==> config.mk <==
export PLATFORM = sky130hd
export DESIGN_NAME = chan_ctrl_regs
export DESIGN_NICKNAME = d
export VERILOG_FILES = /design/src/pkg/chan_ctrl_pkg.sv /design/src/logic/bit_condition.sv /design/src/logic/bip_irq.sv /design/src/logic/chan_ctrl_regs.sv
export VERILOG_INCLUDE_DIRS = /design/src /design/src/pkg
export SDC_FILE = /design/constraint.sdc
export NUM_CORES = 1
export LEC_CHECK = 0
export ABC_CLOCK_PERIOD_IN_PS = 3900
export BUFFER_PORTS_ARGS = -buffer_cell sky130_fd_sc_hd__clkbuf_2
export CAP_MARGIN = 20
export CORE_MARGIN = 4
export CORE_UTILIZATION = 53
export CTS_CLUSTER_SIZE = 20
export DETAILED_ROUTE_END_ITERATION = 12
export GPL_TIMING_DRIVEN = 0
export PLACE_DENSITY = 0.94
export SETUP_SLACK_MARGIN = 0.4
export SYNTH_ARGS = -nofsm -noshare
export SYNTH_HDL_FRONTEND = slang
export SYNTH_SLANG_ARGS = --single-unit
export TNS_END_PERCENT = 30
==> constraint.sdc <==
create_clock -name pclk -period 3.9 [get_ports pclk]
set_input_delay 0.39 -clock pclk [delete_from_list [all_inputs] [get_ports pclk]]
set_output_delay 0.39 -clock pclk [all_outputs]
set_load 0.03 [all_outputs]
==> src/pkg/chan_ctrl_consts.svh <==
// register indices, field positions, masks and reset values of the channel control bank
`ifndef CHAN_CTRL_CONSTS_SVH
`define CHAN_CTRL_CONSTS_SVH
// ---------------------------------------------------------------
// register indices (byte address is four times the index)
// ---------------------------------------------------------------
`define IDX_GEN       8'h00
`define IDX_TST       8'h01
`define IDX_RT        8'h02
`define IDX_BIPEN     8'h03
`define IDX_RSV4      8'h04
`define IDX_BIPSTS    8'h98
`define IDX_BIPCLR    8'h99
// ---------------------------------------------------------------
// field positions
// ---------------------------------------------------------------
`define GEN_CRC_DIS   3
`define GEN_SOP       4
`define GEN_FAB_LB    5
`define GEN_SER_LB    6
`define GEN_LSM       7
`define TST_PRBS_EN   1
`define TST_PRBS_LOCK 2
`define TST_TX_REV    4
`define TST_TX_INV    5
`define TST_RX_REV    6
`define TST_RX_INV    7
`define RT_TC_RX      6
`define RT_TC_TX      7
// ---------------------------------------------------------------
// masks, reset values, fixed codes
// ---------------------------------------------------------------
`define GEN_MASK      8'hf8
`define TST_MASK      8'hf6
`define RT_MASK       8'hc0
`define BIPEN_MASK    8'hff
`define REG_RST       8'h00
`define CV_DATA       8'hee
`define BYTE_ZERO     8'h00
`define WORD_ZERO     32'h0000_0000
`define ADDR_HI_ZERO  2'h0
`define ADDR_LO_ZERO  2'h0
`endif

==> src/pkg/chan_ctrl_pkg.sv <==
// types shared by the channel control bank
package chan_ctrl_pkg;
  typedef logic [7:0] byte_t;
  typedef enum logic [2:0] {
    SEL_NONE  = 3'b000,
    SEL_GEN   = 3'b001,
    SEL_TST   = 3'b010,
    SEL_RT    = 3'b011,
    SEL_BIPEN = 3'b100,
    SEL_RSV   = 3'b101,
    SEL_STS   = 3'b110,
    SEL_CLR   = 3'b111
  } reg_sel_t;
endpackage

==> src/logic/bit_condition.sv <==
// bit-order reversal and inversion of one parallel data word
`timescale 1ns/10ps
`default_nettype none
module bit_condition (
  input  wire logic [7:0] data_in,
  input  wire logic       reverse,
  input  wire logic       invert,
  output logic      [7:0] data_out
);
  genvar i;
  generate
    for (i = 0; i < 8; i = i + 1) begin : g_bit
      assign data_out[i] = (reverse ? data_in[7 - i] : data_in[i]) ^ invert;
    end
  endgenerate
endmodule
`default_nettype wire

==> src/logic/bip_irq.sv <==
// sticky parity error flags, write-one clear and the level interrupt
`timescale 1ns/10ps
`default_nettype none
`include "chan_ctrl_consts.svh"
module bip_irq (
  input  wire logic       pclk,
  input  wire logic       presetn,
  input  wire logic       ce,
  input  wire logic [7:0] event_in,
  input  wire logic [7:0] clear,
  input  wire logic [7:0] enable,
  output logic      [7:0] status,
  output logic            irq
);
  logic [7:0] status_q;
  logic [7:0] status_d;
  genvar i;
  generate
    for (i = 0; i < 8; i = i + 1) begin : g_flag
      // set wins over clear so an error in the clear cycle is kept
      assign status_d[i] = event_in[i] | (status_q[i] & ~clear[i]);
    end
  endgenerate
  always_ff @(posedge pclk or negedge presetn) begin
    if (!presetn) begin
      status_q <= `REG_RST;
    end else if (ce) begin
      status_q <= status_d;
    end
  end
  assign status = status_q;
  assign irq    = |(status_q & enable);
endmodule
`default_nettype wire

==> src/logic/chan_ctrl_regs.sv <==
// channel general control register bank with data path controls
// ---------------------------------------------------------------
// Overview of operation
// - receive crc logic off when crc-disable and packet-marker mode both set
// - marker mode puts packet start on violation port, else violations as k with ee
// - fabric-bridge loopback returns receive data into the transmit path
// - serializer-bridge loopback feeds transmit data into the receive path
// - link state machine runs only while its enable bit is one
// - one bit enables the prbs generator and checker together
// - one bit locks the receive prbs checker, zero unlocks it
// - transmit data bit order reversed when set
// - every transmitted data bit inverted when set
// - receive data bit order reversed when set
// - every received data bit inverted when set
// - receive outputs shown on test pins; quad test mode also needed
// - transmit coding takes inputs from test ports when set
// - eight enable bits gate the section parity error interrupts
// ---------------------------------------------------------------
`timescale 1ns/10ps
`default_nettype none
`include "chan_ctrl_consts.svh"
module chan_ctrl_regs (
  input  wire logic        pclk,
  input  wire logic        presetn,
  input  wire logic        ce,
  input  wire logic        psel,
  input  wire logic        penable,
  input  wire logic        pwrite,
  input  wire logic [11:0] paddr,
  input  wire logic [31:0] pwdata,
  input  wire logic [3:0]  pstrb,
  output logic      [31:0] prdata,
  output logic             pready,
  output logic             pslverr,
  input  wire logic [7:0]  tx_data_in,
  input  wire logic        tx_k_in,
  input  wire logic [7:0]  tc_tx_data_in,
  input  wire logic        tc_tx_k_in,
  output logic      [7:0]  ser_tx_data,
  output logic             ser_tx_k,
  input  wire logic [7:0]  ser_rx_data,
  input  wire logic        ser_rx_k,
  input  wire logic        rx_cv_in,
  input  wire logic        rx_sop_in,
  output logic      [7:0]  rx_data,
  output logic             rx_k,
  output logic             rx_cv_port,
  output logic      [7:0]  tc_rx_data,
  output logic             tc_rx_k,
  output logic             crc_enable,
  output logic             link_sm_enable,
  output logic             prbs_enable,
  output logic             prbs_lock,
  input  wire logic [7:0]  bip_error,
  output logic             irq
);
  // ---------------------------------------------------------------
  // apb decode
  // ---------------------------------------------------------------
  chan_ctrl_pkg::byte_t     gen_q;
  chan_ctrl_pkg::byte_t     tst_q;
  chan_ctrl_pkg::byte_t     rt_q;
  chan_ctrl_pkg::byte_t     bipen_q;
  chan_ctrl_pkg::byte_t     bip_status;
  chan_ctrl_pkg::reg_sel_t  sel;
  logic [31:0]              prdata_q;
  logic [31:0]              rd_word;
  logic [7:0]               idx;
  logic                     aligned;
  logic                     setup;
  logic                     access;
  logic                     wr_en;
  logic                     wr_lane0;
  logic [7:0]               bip_clr;
  wire  logic [7:0]         wbyte;

  assign idx      = paddr[9:2];
  assign aligned  = (paddr[11:10] == `ADDR_HI_ZERO) && (paddr[1:0] == `ADDR_LO_ZERO);
  assign setup    = psel && !penable;
  assign access   = psel && penable;
  assign wbyte    = pwdata[7:0];
  assign wr_lane0 = pstrb[0];

  always_comb begin
    sel = chan_ctrl_pkg::SEL_NONE;
    if (aligned) begin
      case (idx)
        `IDX_GEN:    sel = chan_ctrl_pkg::SEL_GEN;
        `IDX_TST:    sel = chan_ctrl_pkg::SEL_TST;
        `IDX_RT:     sel = chan_ctrl_pkg::SEL_RT;
        `IDX_BIPEN:  sel = chan_ctrl_pkg::SEL_BIPEN;
        `IDX_RSV4:   sel = chan_ctrl_pkg::SEL_RSV;
        `IDX_BIPSTS: sel = chan_ctrl_pkg::SEL_STS;
        `IDX_BIPCLR: sel = chan_ctrl_pkg::SEL_CLR;
        default:     sel = chan_ctrl_pkg::SEL_NONE;
      endcase
    end
  end

  // zero wait states: read data is captured in the setup cycle
  assign pready  = 1'b1;
  assign pslverr = access && (sel == chan_ctrl_pkg::SEL_NONE);
  assign wr_en   = access && pwrite && wr_lane0 && ce;

  always_comb begin
    rd_word = `WORD_ZERO;
    case (sel)
      chan_ctrl_pkg::SEL_GEN:   rd_word = {24'h000000, gen_q};
      chan_ctrl_pkg::SEL_TST:   rd_word = {24'h000000, tst_q};
      chan_ctrl_pkg::SEL_RT:    rd_word = {24'h000000, rt_q};
      chan_ctrl_pkg::SEL_BIPEN: rd_word = {24'h000000, bipen_q};
      chan_ctrl_pkg::SEL_STS:   rd_word = {24'h000000, bip_status};
      // the clear register is write-only and the fifth word is empty
      default:                  rd_word = `WORD_ZERO;
    endcase
  end

  always_ff @(posedge pclk or negedge presetn) begin
    if (!presetn) begin
      prdata_q <= `WORD_ZERO;
    end else if (ce && setup) begin
      prdata_q <= pwrite ? `WORD_ZERO : rd_word;
    end
  end
  assign prdata = prdata_q;

  // ---------------------------------------------------------------
  // control registers
  // ---------------------------------------------------------------
  always_ff @(posedge pclk or negedge presetn) begin
    if (!presetn) begin
      gen_q   <= `REG_RST;
      tst_q   <= `REG_RST;
      rt_q    <= `REG_RST;
      bipen_q <= `REG_RST;
    end else if (wr_en) begin
      // reserved positions are masked off on write
      case (sel)
        chan_ctrl_pkg::SEL_GEN:   gen_q   <= wbyte & `GEN_MASK;
        chan_ctrl_pkg::SEL_TST:   tst_q   <= wbyte & `TST_MASK;
        chan_ctrl_pkg::SEL_RT:    rt_q    <= wbyte & `RT_MASK;
        chan_ctrl_pkg::SEL_BIPEN: bipen_q <= wbyte & `BIPEN_MASK;
        default:                  bipen_q <= bipen_q;
      endcase
    end
  end

  assign bip_clr = (wr_en && (sel == chan_ctrl_pkg::SEL_CLR)) ? wbyte : `BYTE_ZERO;

  // ---------------------------------------------------------------
  // parity error interrupt
  // ---------------------------------------------------------------
  bip_irq u_irq (
    .pclk     (pclk),
    .presetn  (presetn),
    .ce       (ce),
    .event_in (bip_error),
    .clear    (bip_clr),
    .enable   (bipen_q),
    .status   (bip_status),
    .irq      (irq)
  );

  // ---------------------------------------------------------------
  // transmit path
  // ---------------------------------------------------------------
  logic [7:0] tx_src;
  logic       tx_src_k;
  logic [7:0] tx_pre;
  logic       tx_pre_k;
  logic [7:0] tx_cond;
  logic [7:0] ser_tx_q;
  logic       ser_tx_k_q;
  logic [7:0] rx_q;
  logic       rx_k_q;

  assign tx_src   = rt_q[`RT_TC_TX] ? tc_tx_data_in : tx_data_in;
  assign tx_src_k = rt_q[`RT_TC_TX] ? tc_tx_k_in : tx_k_in;
  assign tx_pre   = gen_q[`GEN_FAB_LB] ? rx_q : tx_src;
  assign tx_pre_k = gen_q[`GEN_FAB_LB] ? rx_k_q : tx_src_k;

  bit_condition u_tx_cond (
    .data_in  (tx_pre),
    .reverse  (tst_q[`TST_TX_REV]),
    .invert   (tst_q[`TST_TX_INV]),
    .data_out (tx_cond)
  );

  always_ff @(posedge pclk or negedge presetn) begin
    if (!presetn) begin
      ser_tx_q   <= `BYTE_ZERO;
      ser_tx_k_q <= 1'b0;
    end else if (ce) begin
      ser_tx_q   <= tx_cond;
      ser_tx_k_q <= tx_pre_k;
    end
  end
  assign ser_tx_data = ser_tx_q;
  assign ser_tx_k    = ser_tx_k_q;

  // ---------------------------------------------------------------
  // receive path
  // ---------------------------------------------------------------
  logic [7:0] rx_src;
  logic       rx_src_k;
  logic [7:0] rx_cond;
  logic [7:0] rx_out_d;
  logic       rx_k_d;
  logic       cv_d;
  logic       cv_q;
  logic [7:0] tc_rx_q;
  logic       tc_rx_k_q;

  // the serializer-side loop has no reset of its own; software must
  // reset the channel after toggling it or the aligner may be stale
  assign rx_src   = gen_q[`GEN_SER_LB] ? ser_tx_q : ser_rx_data;
  assign rx_src_k = gen_q[`GEN_SER_LB] ? ser_tx_k_q : ser_rx_k;

  bit_condition u_rx_cond (
    .data_in  (rx_src),
    .reverse  (tst_q[`TST_RX_REV]),
    .invert   (tst_q[`TST_RX_INV]),
    .data_out (rx_cond)
  );

  assign cv_d     = gen_q[`GEN_SOP] ? rx_sop_in : rx_cv_in;
  assign rx_out_d = (!gen_q[`GEN_SOP] && rx_cv_in) ? `CV_DATA : rx_cond;
  assign rx_k_d   = (!gen_q[`GEN_SOP] && rx_cv_in) ? 1'b1 : rx_src_k;

  always_ff @(posedge pclk or negedge presetn) begin
    if (!presetn) begin
      rx_q      <= `BYTE_ZERO;
      rx_k_q    <= 1'b0;
      cv_q      <= 1'b0;
      tc_rx_q   <= `BYTE_ZERO;
      tc_rx_k_q <= 1'b0;
    end else if (ce) begin
      rx_q      <= rx_out_d;
      rx_k_q    <= rx_k_d;
      cv_q      <= cv_d;
      // quad-level test mode must also be set by software
      tc_rx_q   <= rt_q[`RT_TC_RX] ? rx_out_d : `BYTE_ZERO;
      tc_rx_k_q <= rt_q[`RT_TC_RX] & rx_k_d;
    end
  end
  assign rx_data    = rx_q;
  assign rx_k       = rx_k_q;
  assign rx_cv_port = cv_q;
  assign tc_rx_data = tc_rx_q;
  assign tc_rx_k    = tc_rx_k_q;

  // ---------------------------------------------------------------
  // channel mode controls
  // ---------------------------------------------------------------
  logic crc_en_q;
  logic lsm_q;
  logic prbs_en_q;
  logic prbs_lock_q;

  always_ff @(posedge pclk or negedge presetn) begin
    if (!presetn) begin
      crc_en_q    <= 1'b1;
      lsm_q       <= 1'b0;
      prbs_en_q   <= 1'b0;
      prbs_lock_q <= 1'b0;
    end else if (ce) begin
      crc_en_q    <= !(gen_q[`GEN_CRC_DIS] && gen_q[`GEN_SOP]);
      lsm_q       <= gen_q[`GEN_LSM];
      prbs_en_q   <= tst_q[`TST_PRBS_EN];
      prbs_lock_q <= tst_q[`TST_PRBS_LOCK];
    end
  end
  assign crc_enable     = crc_en_q;
  assign link_sm_enable = lsm_q;
  assign prbs_enable    = prbs_en_q;
  assign prbs_lock      = prbs_lock_q;

  // ---------------------------------------------------------------
  // assertions
  // ---------------------------------------------------------------
  a_crc_disable: assert property (@(posedge pclk) disable iff (!presetn)
    ce && gen_q[`GEN_CRC_DIS] && gen_q[`GEN_SOP] |=> !crc_enable)
    else $error("crc logic not disabled in marker mode");

  a_crc_normal: assert property (@(posedge pclk) disable iff (!presetn)
    ce && !gen_q[`GEN_CRC_DIS] |=> crc_enable)
    else $error("crc logic off without disable bit");

  a_cv_marker: assert property (@(posedge pclk) disable iff (!presetn)
    ce && gen_q[`GEN_SOP] |=> rx_cv_port == $past(rx_sop_in))
    else $error("violation port does not carry packet start");

  a_cv_code: assert property (@(posedge pclk) disable iff (!presetn)
    ce && !gen_q[`GEN_SOP] && rx_cv_in |=> rx_cv_port && rx_k && rx_data == `CV_DATA)
    else $error("code violation not shown as k with ee");

  a_fab_loop: assert property (@(posedge pclk) disable iff (!presetn)
    ce && gen_q[`GEN_FAB_LB] && tst_q[7:4] == 4'h0 |=> ser_tx_data == $past(rx_data))
    else $error("fabric loopback not returning receive data");

  a_ser_loop: assert property (@(posedge pclk) disable iff (!presetn)
    ce && gen_q[`GEN_SER_LB] && !gen_q[`GEN_SOP] && !rx_cv_in && tst_q[7:4] == 4'h0
    |=> rx_data == $past(ser_tx_data))
    else $error("serializer loopback not feeding receive path");

  a_lsm_follow: assert property (@(posedge pclk) disable iff (!presetn)
    ce |=> link_sm_enable == $past(gen_q[`GEN_LSM]))
    else $error("link state machine enable does not follow its bit");

  a_prbs_both: assert property (@(posedge pclk) disable iff (!presetn)
    ce |=> prbs_enable == $past(tst_q[`TST_PRBS_EN]) && prbs_lock == $past(tst_q[`TST_PRBS_LOCK]))
    else $error("prbs controls do not follow their bits");

  a_tx_invert: assert property (@(posedge pclk) disable iff (!presetn)
    ce && !gen_q[`GEN_FAB_LB] && !rt_q[`RT_TC_TX] && tst_q[`TST_TX_INV] && !tst_q[`TST_TX_REV]
    |=> ser_tx_data == ~$past(tx_data_in))
    else $error("transmit data not inverted");

  a_rx_reverse: assert property (@(posedge pclk) disable iff (!presetn)
    ce && !gen_q[`GEN_SER_LB] && !gen_q[`GEN_SOP] && !rx_cv_in && tst_q[`TST_RX_REV] && !tst_q[`TST_RX_INV]
    |=> rx_data == chan_ctrl_pkg::byte_t'({<<{$past(ser_rx_data)}}))
    else $error("receive data not reversed");

  a_tc_rx_off: assert property (@(posedge pclk) disable iff (!presetn)
    ce && !rt_q[`RT_TC_RX] |=> tc_rx_data == `BYTE_ZERO && !tc_rx_k)
    else $error("test pins active while routing off");

  a_tc_tx_src: assert property (@(posedge pclk) disable iff (!presetn)
    ce && rt_q[`RT_TC_TX] && !gen_q[`GEN_FAB_LB] && tst_q[7:4] == 4'h0
    |=> ser_tx_data == $past(tc_tx_data_in))
    else $error("transmit not sourced from test port");

  // an enabled error must raise the line one edge later unless the enables are being rewritten
  a_irq_gate: assert property (@(posedge pclk) disable iff (!presetn)
    ce && (bip_error & bipen_q) != `BYTE_ZERO && !(wr_en && sel == chan_ctrl_pkg::SEL_BIPEN) |=> irq)
    else $error("enabled parity error raised no interrupt");

  a_irq_sticky: assert property (@(posedge pclk) disable iff (!presetn)
    ce && bip_error != `BYTE_ZERO |=> (bip_status & $past(bip_error)) == $past(bip_error))
    else $error("parity error flag lost");

  a_rsv_zero: assert property (@(posedge pclk) disable iff (!presetn)
    (gen_q & ~`GEN_MASK) == `BYTE_ZERO && (tst_q & ~`TST_MASK) == `BYTE_ZERO
    && (rt_q & ~`RT_MASK) == `BYTE_ZERO)
    else $error("reserved bit set");

  a_rsv_read: assert property (@(posedge pclk) disable iff (!presetn)
    ce && setup && !pwrite && sel == chan_ctrl_pkg::SEL_RSV |=> prdata == `WORD_ZERO)
    else $error("reserved register reads nonzero");

  c_ser_loop:  cover property (@(posedge pclk) disable iff (!presetn) gen_q[`GEN_SER_LB]);
  c_fab_loop:  cover property (@(posedge pclk) disable iff (!presetn) gen_q[`GEN_FAB_LB]);
  c_irq_fire:  cover property (@(posedge pclk) disable iff (!presetn) $rose(irq));
  c_sop_mode:  cover property (@(posedge pclk) disable iff (!presetn) gen_q[`GEN_SOP] && rx_sop_in);
endmodule
`default_nettype wire

# After elaboration in Yosys (flattened, before gate mapping)
# Cells that the tools add are included.
# classes
n_eq_ne,12
n_mux,31
bitwise,42
n_reduce_logical,23
# op_table
op,n
$mux W8,6
$pmux W8 S5,1
$mux W32,1
$mux W1,21
$pmux W3 S7,1
$eq A8 B2 Y1 const B,2
$eq A8 B8 Y1 const B,2
$xor A1 B1 Y1,16
$logic_and A1 B1 Y1,11
$and A1 B1 Y1,9
$eq A3 B3 Y1 const B,3
$and A8 B8 Y8,1
$eq A8 B1 Y1 const B,1
$eq A8 B3 Y1 const B,1
$logic_not A8 Y1,1
$not A1 Y1,8
$or A1 B1 Y1,8
$reduce_and A2 Y1,4
$reduce_or A8 Y1,1
$eq A3 B2 Y1 const B,2
$logic_not A2 Y1,2
$eq A3 B1 Y1 const B,1
$logic_not A1 Y1,3
$logic_not A3 Y1,1
$mux W3,1
# word_totals
regBits,93
input_bits,91

# Depth between registers and ports, before layout
# Gate-level depths: netlist of run 1.
# depth
ltp_word,9
ltp_mapped,7
ltp_nobuf,6

# Modules after synthesis
# Synthesis of run 1 repeated with hierarchy kept, for this count alone.
# hier_totals
hier_cells,415
area_unflattened_um2,4176.5
# modules_own_cells
module,instances,cells_each,area_per_inst_um2,seq_area_each_um2
chan_ctrl_regs,1,348,3475.8,1527.7
bip_irq,1,31,367.9,200.2
bit_condition,2,18,166.4,0.0

# Worst setup path before layout of run 1
# OpenSTA, ideal clock, no wires.
# synth_timing
kind,input to register
startpoint,input port paddr[5]
endpoint,register prdata_q[7] (netlist: prdata[7])
setup_ns,0.122
arrival_ns,1.843
required_ns,3.778
path_slack_ns,1.935
cell_stages,7
cell_sequence,or3_1 > buf_2 > nor4b_4 > o31a_4 > mux2i_1 > o211ai_1 > a32o_1
# synth_between
elab_chain_len,6
word_cells_on_any_way,16
# synth_rtl
element,line_no,text
from (decl),chan_ctrl_regs.sv:29,"input wire logic [11:0] paddr,"
"$eq A8 B8 Y1, or another cell as far along",chan_ctrl_regs.sv:87,case (idx)
$pmux W3 S7 *,chan_ctrl_regs.sv:87,
$mux W3 *,chan_ctrl_regs.sv:86,if (aligned) begin
"$eq A3 B3 Y1, or another cell as far along",chan_ctrl_regs.sv:107,case (sel)
$pmux W8 S5 *,chan_ctrl_regs.sv:107,
$mux W32 *,chan_ctrl_regs.sv:122,prdata_q <= pwrite ? `WORD_ZERO : rd_word;
to (signal assigned),chan_ctrl_regs.sv:120,prdata_q <= `WORD_ZERO;
to (signal assigned),chan_ctrl_regs.sv:122,
to (decl),chan_ctrl_regs.sv:66,logic [31:0] prdata_q;
# Mark *: on every way between the ends. The rest lies on a longest branch, timed or not.
# A chain may end at the register's enable or synchronous reset.

# Final worst setup path of run 1
# layout_timing
startpoint,input port ce
endpoint,register prdata_q[1] (netlist: prdata[1])
# layout_between
elab_chain_len,1
# layout_rtl
element,line_no,text
from (decl),chan_ctrl_regs.sv:25,"input wire logic ce,"
$logic_and A1 B1 Y1,chan_ctrl_regs.sv:121,end else if (ce && setup) begin
# Every way passes these cells.

==> results.toml, run 1 <==
[synth]
yosys.area.top_type_share = 0.4312
synth.most_common_cell = "dfrtp_1"
synth_common_cells = "dfrtp_1 (68), mux2_2 (32), nor2_1 (28), buf_4 (26)"
synthArstFlopShare = 1.000
synth.area.top_cells = "dfrtp_1 (43%), mux2_2 (9.1%), mux2i_1 (6.3%)"
synth_top_family_by_area = "multiplexers"
synthDistinctLibCells = 50
yosys.area_share.simple = 0.1240
syn-mean-instance-area_um2 = 10.87
synthFlopType = "dfrtp_1"
syn_area_mm2 = 0.003946
ys_seq_area_frac = 0.4379
ys_seq_elements = 69
ys.warnings.count = 0
synthAdderAreaFrac = 0
synthCells = 363
yosys.area.top_type = "dfrtp_1"
synth_compound_area_frac = 0.1259
synth-edff-count = 0
synth.mux.area_fraction = 0.2032
synth_xor_area_frac = 0.03551

[worst_setup_path]
crit_fanout = 10
required_ps = 4170
max_stage_delay_ps = 550
path_class = "input port to flop"
path_buf_inv = 1
worst_path_dominant_cell_family = "simple AND/OR/NAND/NOR gates"
cp-start-kind = "input port"
cp-end-kind = "flop"
cp.arrival_ps = 2590
slowest_stage = "nor3_1"
crit_chain = "clkbuf_1, nand3b_1, nor3_2, o21ai_0, nor3_1, a22oi_1, o21ai_1"

[pwr]
switching_share = 0.2723
power_density_mw_per_mm2 = 341.3
combPwrFrac = 0.153
seq_power_share = 0.449
p_clk_frac = 0.399
internal_power_mw = 1.218
power.total_mw = 1.674
ir_drop_v = 0.0002095
switchingPower_uw = 455.9
p_leak_nw = 2.392

[detailed_routing]
wl_met3_um = 970
met2_length_mm = 5.543
drtPass1Iterations = 5
drc = 0
drt-initial-drc-count = 351
dr_total_vias = 3549
wl_mm = 11.42
wl_met1_mm = 4.339
antenna_left = 0
dr.max_layer_used = "met4"
wl_per_cell_um = 18.87
vias_per_cell = 5.866

[floorplan]
die_area_mm2 = 0.008891
coreArea_mm2 = 0.007253
die_w_um = 94.29
io_pins = 158
initial_core_util = 0.5441
fp-row-count = 31
die_h_um = 94.29

[grt]
grt.total_usage = 0.2566
grt_overflow = 0
grt_pass1_vias = 3405
antenna_found_initial = 0
grt_max_degree = 70
grt_pass1_wl_mm = 17.11

[sta]
drv_slew = 0
hold_viol = 0
clock_skew_ps = 9.697
relSlewSlack = 0.3875
rsz0062_at_grt = "no"
worst_pin_slew_ps = 918.7
fmax_ghz = 0.4307
setup_tns_ps = 0
layout_setup_ws_ps = 1578
fin_crit_sh = 0.5954
setup_viol = 0
fin_crit_ps = 2322

[clock_tree]
cts_tree = "done"
postCtsSetupBuffers = 0
cts_buffers = 9
cts_root_buf = "clkbuf_8"
cts_resized = 0
htreeDepth = 3
clock_sinks = 69
clk_pin_slew_ps = 70
hold_buffers = 0
cts_buffer_depth = 2
insertion_delay_ps = 360

[layout]
fillCellCount = 521
fin_area_mm2 = 0.004906
syn2layout_area_growth_pct = 24.32
drive_above_1_share = 0.3972
n_antenna_cell = 0
final_nets = 592

[placement]
place_ws_ps = 1477
port_buffers = 104
gp_congestion = 0.9357
place_area_mm2 = 0.004679
dp_hpwl_mm = 8.230

[outcome]
status = "finished clean"

[flow_run]
maxCapViolCount = 0

[worst_hold_path]
hp-class = "input port to async pin"
==> per-layer routing <==
| layer | GRT usage | vias to the layer above |
|---|---|---|
| met4 | 0.1613 | 0 |
| met1 | 0.3043 | 1703 |
| met2 | 0.4202 | 233 |
| met3 | 0.05689 | 60 |
| li1 | - | 1553 |
| met5 | 0 | - |
==> final timing paths <==
kind | start | endpoint | slack (ps) | depth (start not counted)
min | presetn | prdata[4]$_DFFE_PN0P_ | 180 | 1
min in group pclk | bip_error[3] | u_irq.status[3]$_DFFE_PN0P_ | 270 | 2
max in group asynchronous | presetn | ser_tx_data[3]$_DFFE_PN0P_ | 3120 | 1
max | ce | prdata[1]$_DFFE_PN0P_ | 1580 | 7
min reg2reg | prdata[5]$_DFFE_PN0P_ | prdata[5]$_DFFE_PN0P_ | 490 | 1
max reg2reg | tst_q[6]$_DFFE_PN0P_ | rx_data[1]$_DFFE_PN0P_ | 1870 | 5
==> cells in the final DEF, fill, tap and decap left out, drive strengths merged, types with 2 or more instances in the layout <==
| cell type | n |
|---|---|
| clkbuf | 129 |
| dfrtp | 68 |
| mux2 | 33 |
| buf | 32 |
| nor2 | 29 |
| a21oi | 25 |
| mux2i | 25 |
| conb | 25 |
| nand2 | 21 |
| xor2 | 14 |
| o21ai | 11 |
| a22o | 10 |
| a22oi | 9 |
| nor3 | 9 |
| mux4 | 8 |
| o2bb2ai | 7 |
| nand3 | 6 |
| a21o | 4 |
| nor4 | 4 |
| or3 | 4 |
| inv | 4 |
| nand4 | 3 |
| nand2b | 2 |
| nand3b | 2 |
| o22ai | 2 |
| nor2b | 2 |
| xnor2 | 2 |
| bufinv | 2 |
| nor4b | 2 |
==> registers in the layout, indices dropped and copies added (netlist names), 2 cells and up <==
| register | flops |
|---|---|
| gen_q | 5 |
| prdata | 8 |
| tst_q | 6 |
| u_irq.status | 8 |
| rt_q | 2 |
| bipen_q | 8 |
| ser_tx_data | 8 |
| rx_data | 8 |
| tc_rx_data | 8 |
==> power groups by stage <==
stage / Combinational [mW] / Sequential, mW / Clock [mW]
finish: 0.256 / 0.751 / 0.667
global route: 0.272 / 0.752 / 0.701
CTS: 0.253 / 0.751 / 0.668
detailed placement: 0.251 / 0.764 / 0
global placement: 0.245 / 0.762 / 0
floorplan: 0.122 / 0.796 / 0
==> cell type report <==
class	count	area [um^2]	area share
multi-input cells	269	2022	0.4121
inverters	4	15.01	0.003060
repair buffers	104	523.0	0.1066
well taps	99	123.9	0.02525
clock inverters	3	67.56	0.01377
clock buffers	13	158.9	0.03239
plain buffers	44	267.8	0.05458
flip-flops and latches	69	1728	0.3522
==> through the flow <==
step | utilization | std cells | hold WS (ps)
floorplan | - | 386 | 94.41
detailed placement | 0.6452 | 589 | 457.1
global route | 0.6764 | 605 | 271.6
CTS | 0.6764 | 605 | 221.8
global placement | 0.6448 | 589 | 452.0
finish | 0.6764 | 605 | 179.3
==> logic make-up (layout without fill, tap and decap cells) <==
family | after synthesis | count (layout)
muxes | 66 | 66
AOI/OAI and AO/OA | 74 | 74
buffers and inverters | 48 | 168
other | 2 | 25
xor gates and xnor gates | 16 | 16
and+or+nand+nor | 88 | 88
DFF | 69 | 69
Power figures use the tool's default switching activity.
==> run 2: changes to the inputs <==
--- a/config.mk
+++ b/config.mk
@@ -6,15 +6,15 @@
 export SDC_FILE = /design/constraint.sdc
 export NUM_CORES = 1
 export LEC_CHECK = 0
-export ABC_CLOCK_PERIOD_IN_PS = 3900
+export ABC_CLOCK_PERIOD_IN_PS = 2000
 export BUFFER_PORTS_ARGS = -buffer_cell sky130_fd_sc_hd__clkbuf_2
 export CAP_MARGIN = 20
 export CORE_MARGIN = 4
-export CORE_UTILIZATION = 53
+export CORE_UTILIZATION = 44
 export CTS_CLUSTER_SIZE = 20
 export DETAILED_ROUTE_END_ITERATION = 12
 export GPL_TIMING_DRIVEN = 0
-export PLACE_DENSITY = 0.94
+export PLACE_DENSITY = 0.85
 export SETUP_SLACK_MARGIN = 0.4
 export SYNTH_ARGS = -nofsm -noshare
 export SYNTH_HDL_FRONTEND = slang
==> constraint.sdc (replaced) <==
create_clock -name pclk -period 2 [get_ports pclk]
set_input_delay 0.2 -clock pclk [delete_from_list [all_inputs] [get_ports pclk]]
set_output_delay 0.2 -clock pclk [all_outputs]
set_load 0.03 [all_outputs]
==> results.toml, run 2 (synthesis gave the netlist of run 1 again) <==
[sta]
fin_crit_ps = 1829
layout_setup_ws_ps = 171.5
hold_viol = 2
fin_crit_sh = 0.9143
fmax_ghz = 0.5469
setup_viol = 0
clock_skew_ps = 8.415
rsz0062_at_grt = "yes"
worst_pin_slew_ps = 927.5
whs_ps = -8.303
drv_slew = 0
relSlewSlack = 0.3817

[detailed_routing]
wl_per_cell_um = 18.35
wl_mm = 11.47
vias_per_cell = 5.552
drt-initial-drc-count = 319
dr_total_vias = 3470
drc = 0
antenna_left = 0
drtPass1Iterations = 5

[placement]
place_area_mm2 = 0.004725
dp_hpwl_mm = 8.391
place_ws_ps = -164.1
port_buffers = 104
gp_congestion = 0.8881

[floorplan]
initial_core_util = 0.4525
die_area_mm2 = 0.01055
coreArea_mm2 = 0.008721
die_w_um = 102.7
fp-row-count = 34
die_h_um = 102.7
io_pins = 158

[layout]
fillCellCount = 690
drive_above_1_share = 0.4603
syn2layout_area_growth_pct = 31.64
seq_area_mm2 = 0.001728
multi_input_area_mm2 = 0.002163
final_common_cell = "clkbuf_2"
mostFrequentLayoutCells = "clkbuf_2 (102), dfrtp_1 (68), buf_4 (38)"
n_antenna_cell = 0
final_util = 0.5957
final_nets = 604
fin_area_mm2 = 0.005195

[grt]
grt.total_usage = 0.2198
grt_max_degree = 70
grt_pass1_wl_mm = 17.82
grt_overflow = 0
grt_pass1_vias = 3452
antenna_found_initial = 0

[pwr]
ir_drop_v = 0.0003663
p_leak_nw = 2.510
power_density_mw_per_mm2 = 621.2

[outcome]
violations = "hold timing"
status = "finished with violations"

[clock_tree]
cts_buffer_depth = 2
cts_tree = "done"
insertion_delay_ps = 350
hold_buffers = 0
cts_buffers = 9
cts_root_buf = "clkbuf_8"
htreeDepth = 3
clock_sinks = 69
clk_pin_slew_ps = 70

[flow_run]
maxCapViolCount = 0

[worst_setup_path]
cp-end-kind = "flop"
path_class = "input port to flop"
crit_fanout = 10
required_ps = 2290
cp.arrival_ps = 2120
cp-start-kind = "input port"

[worst_hold_path]
hp-class = "input port to async pin"
[run 2: worst paths after layout]
kind	startpoint	to	slack, ps	cells past startpoint
worst max-delay path	paddr[2]	prdata[4]$_DFFE_PN0P_	170	8
worst min-delay path	presetn	ser_tx_data[1]$_DFFE_PN0P_	-8	1
min in group pclk	bip_error[1]	u_irq.status[1]$_DFFE_PN0P_	80	2
max in group asynchronous	presetn	tst_q[7]$_DFFE_PN0P_	1400	1
worst min register to register	gen_q[3]$_DFFE_PN0P_	crc_enable$_DFFE_PN1P_	490	1
worst max register to register	rt_q[7]$_DFFE_PN0P_	ser_tx_data[4]$_DFFE_PN0P_	250	7
[run 2: repair_timing]
action | in CTS | in global routing
setup endpoints to repair | 47 | 60
pin swaps | 3 | 6
setup buffers | 7 | 4
gates resized for setup | 25 | 28
cloned | 1 | 0
[run 2: stage by stage]
step	setup TNS, ps	instances	power (mW)
finish	0	625	3.227
global route	0	625	3.344
CTS	0	621	3.215
detailed placement	-1556	598	1.984
global placement	-1414	598	1.970
floorplan	0	386	1.792
[run 2: worst max-delay path: stages]
cell	delay [ps]
clkbuf_2	100
buf_4	200
nor4b_2	290
o21ai_1	160
or3_4	430
or3_1	400
o22ai_1	210
a21o_1	130
[run 2: layout make-up]
class | count | share of cell area
timing repair buffer | 116 | 0.1228
inverter | 4 | 0.003372
multi-input combinational | 269 | 0.4164
clock inverter | 6 | 0.01710
clock buffer | 9 | 0.02384
sequential | 69 | 0.3326
tap | 108 | 0.02601
buffer | 44 | 0.05780
[run 2: report_power, final]
group | internal (mW) | leakage [nW] | switching [mW]
combinational | 0.195 | 1.54 | 0.336
clock | 0.694 | 0.101 | 0.535
sequential | 1.43 | 0.867 | 0.0367
total | 2.32 | 2.51 | 0.908
[run 2: per-layer routing]
layer,part of all wire,routed length [um],GRT usage,vias to the layer above
met5,0,0,0,-
met4,0.033,378,0.1009,0
met3,0.078,896,0.04871,39
met2,0.49,5616,0.3500,186
met1,0.40,4578,0.2868,1675
li1,-,-,-,1570
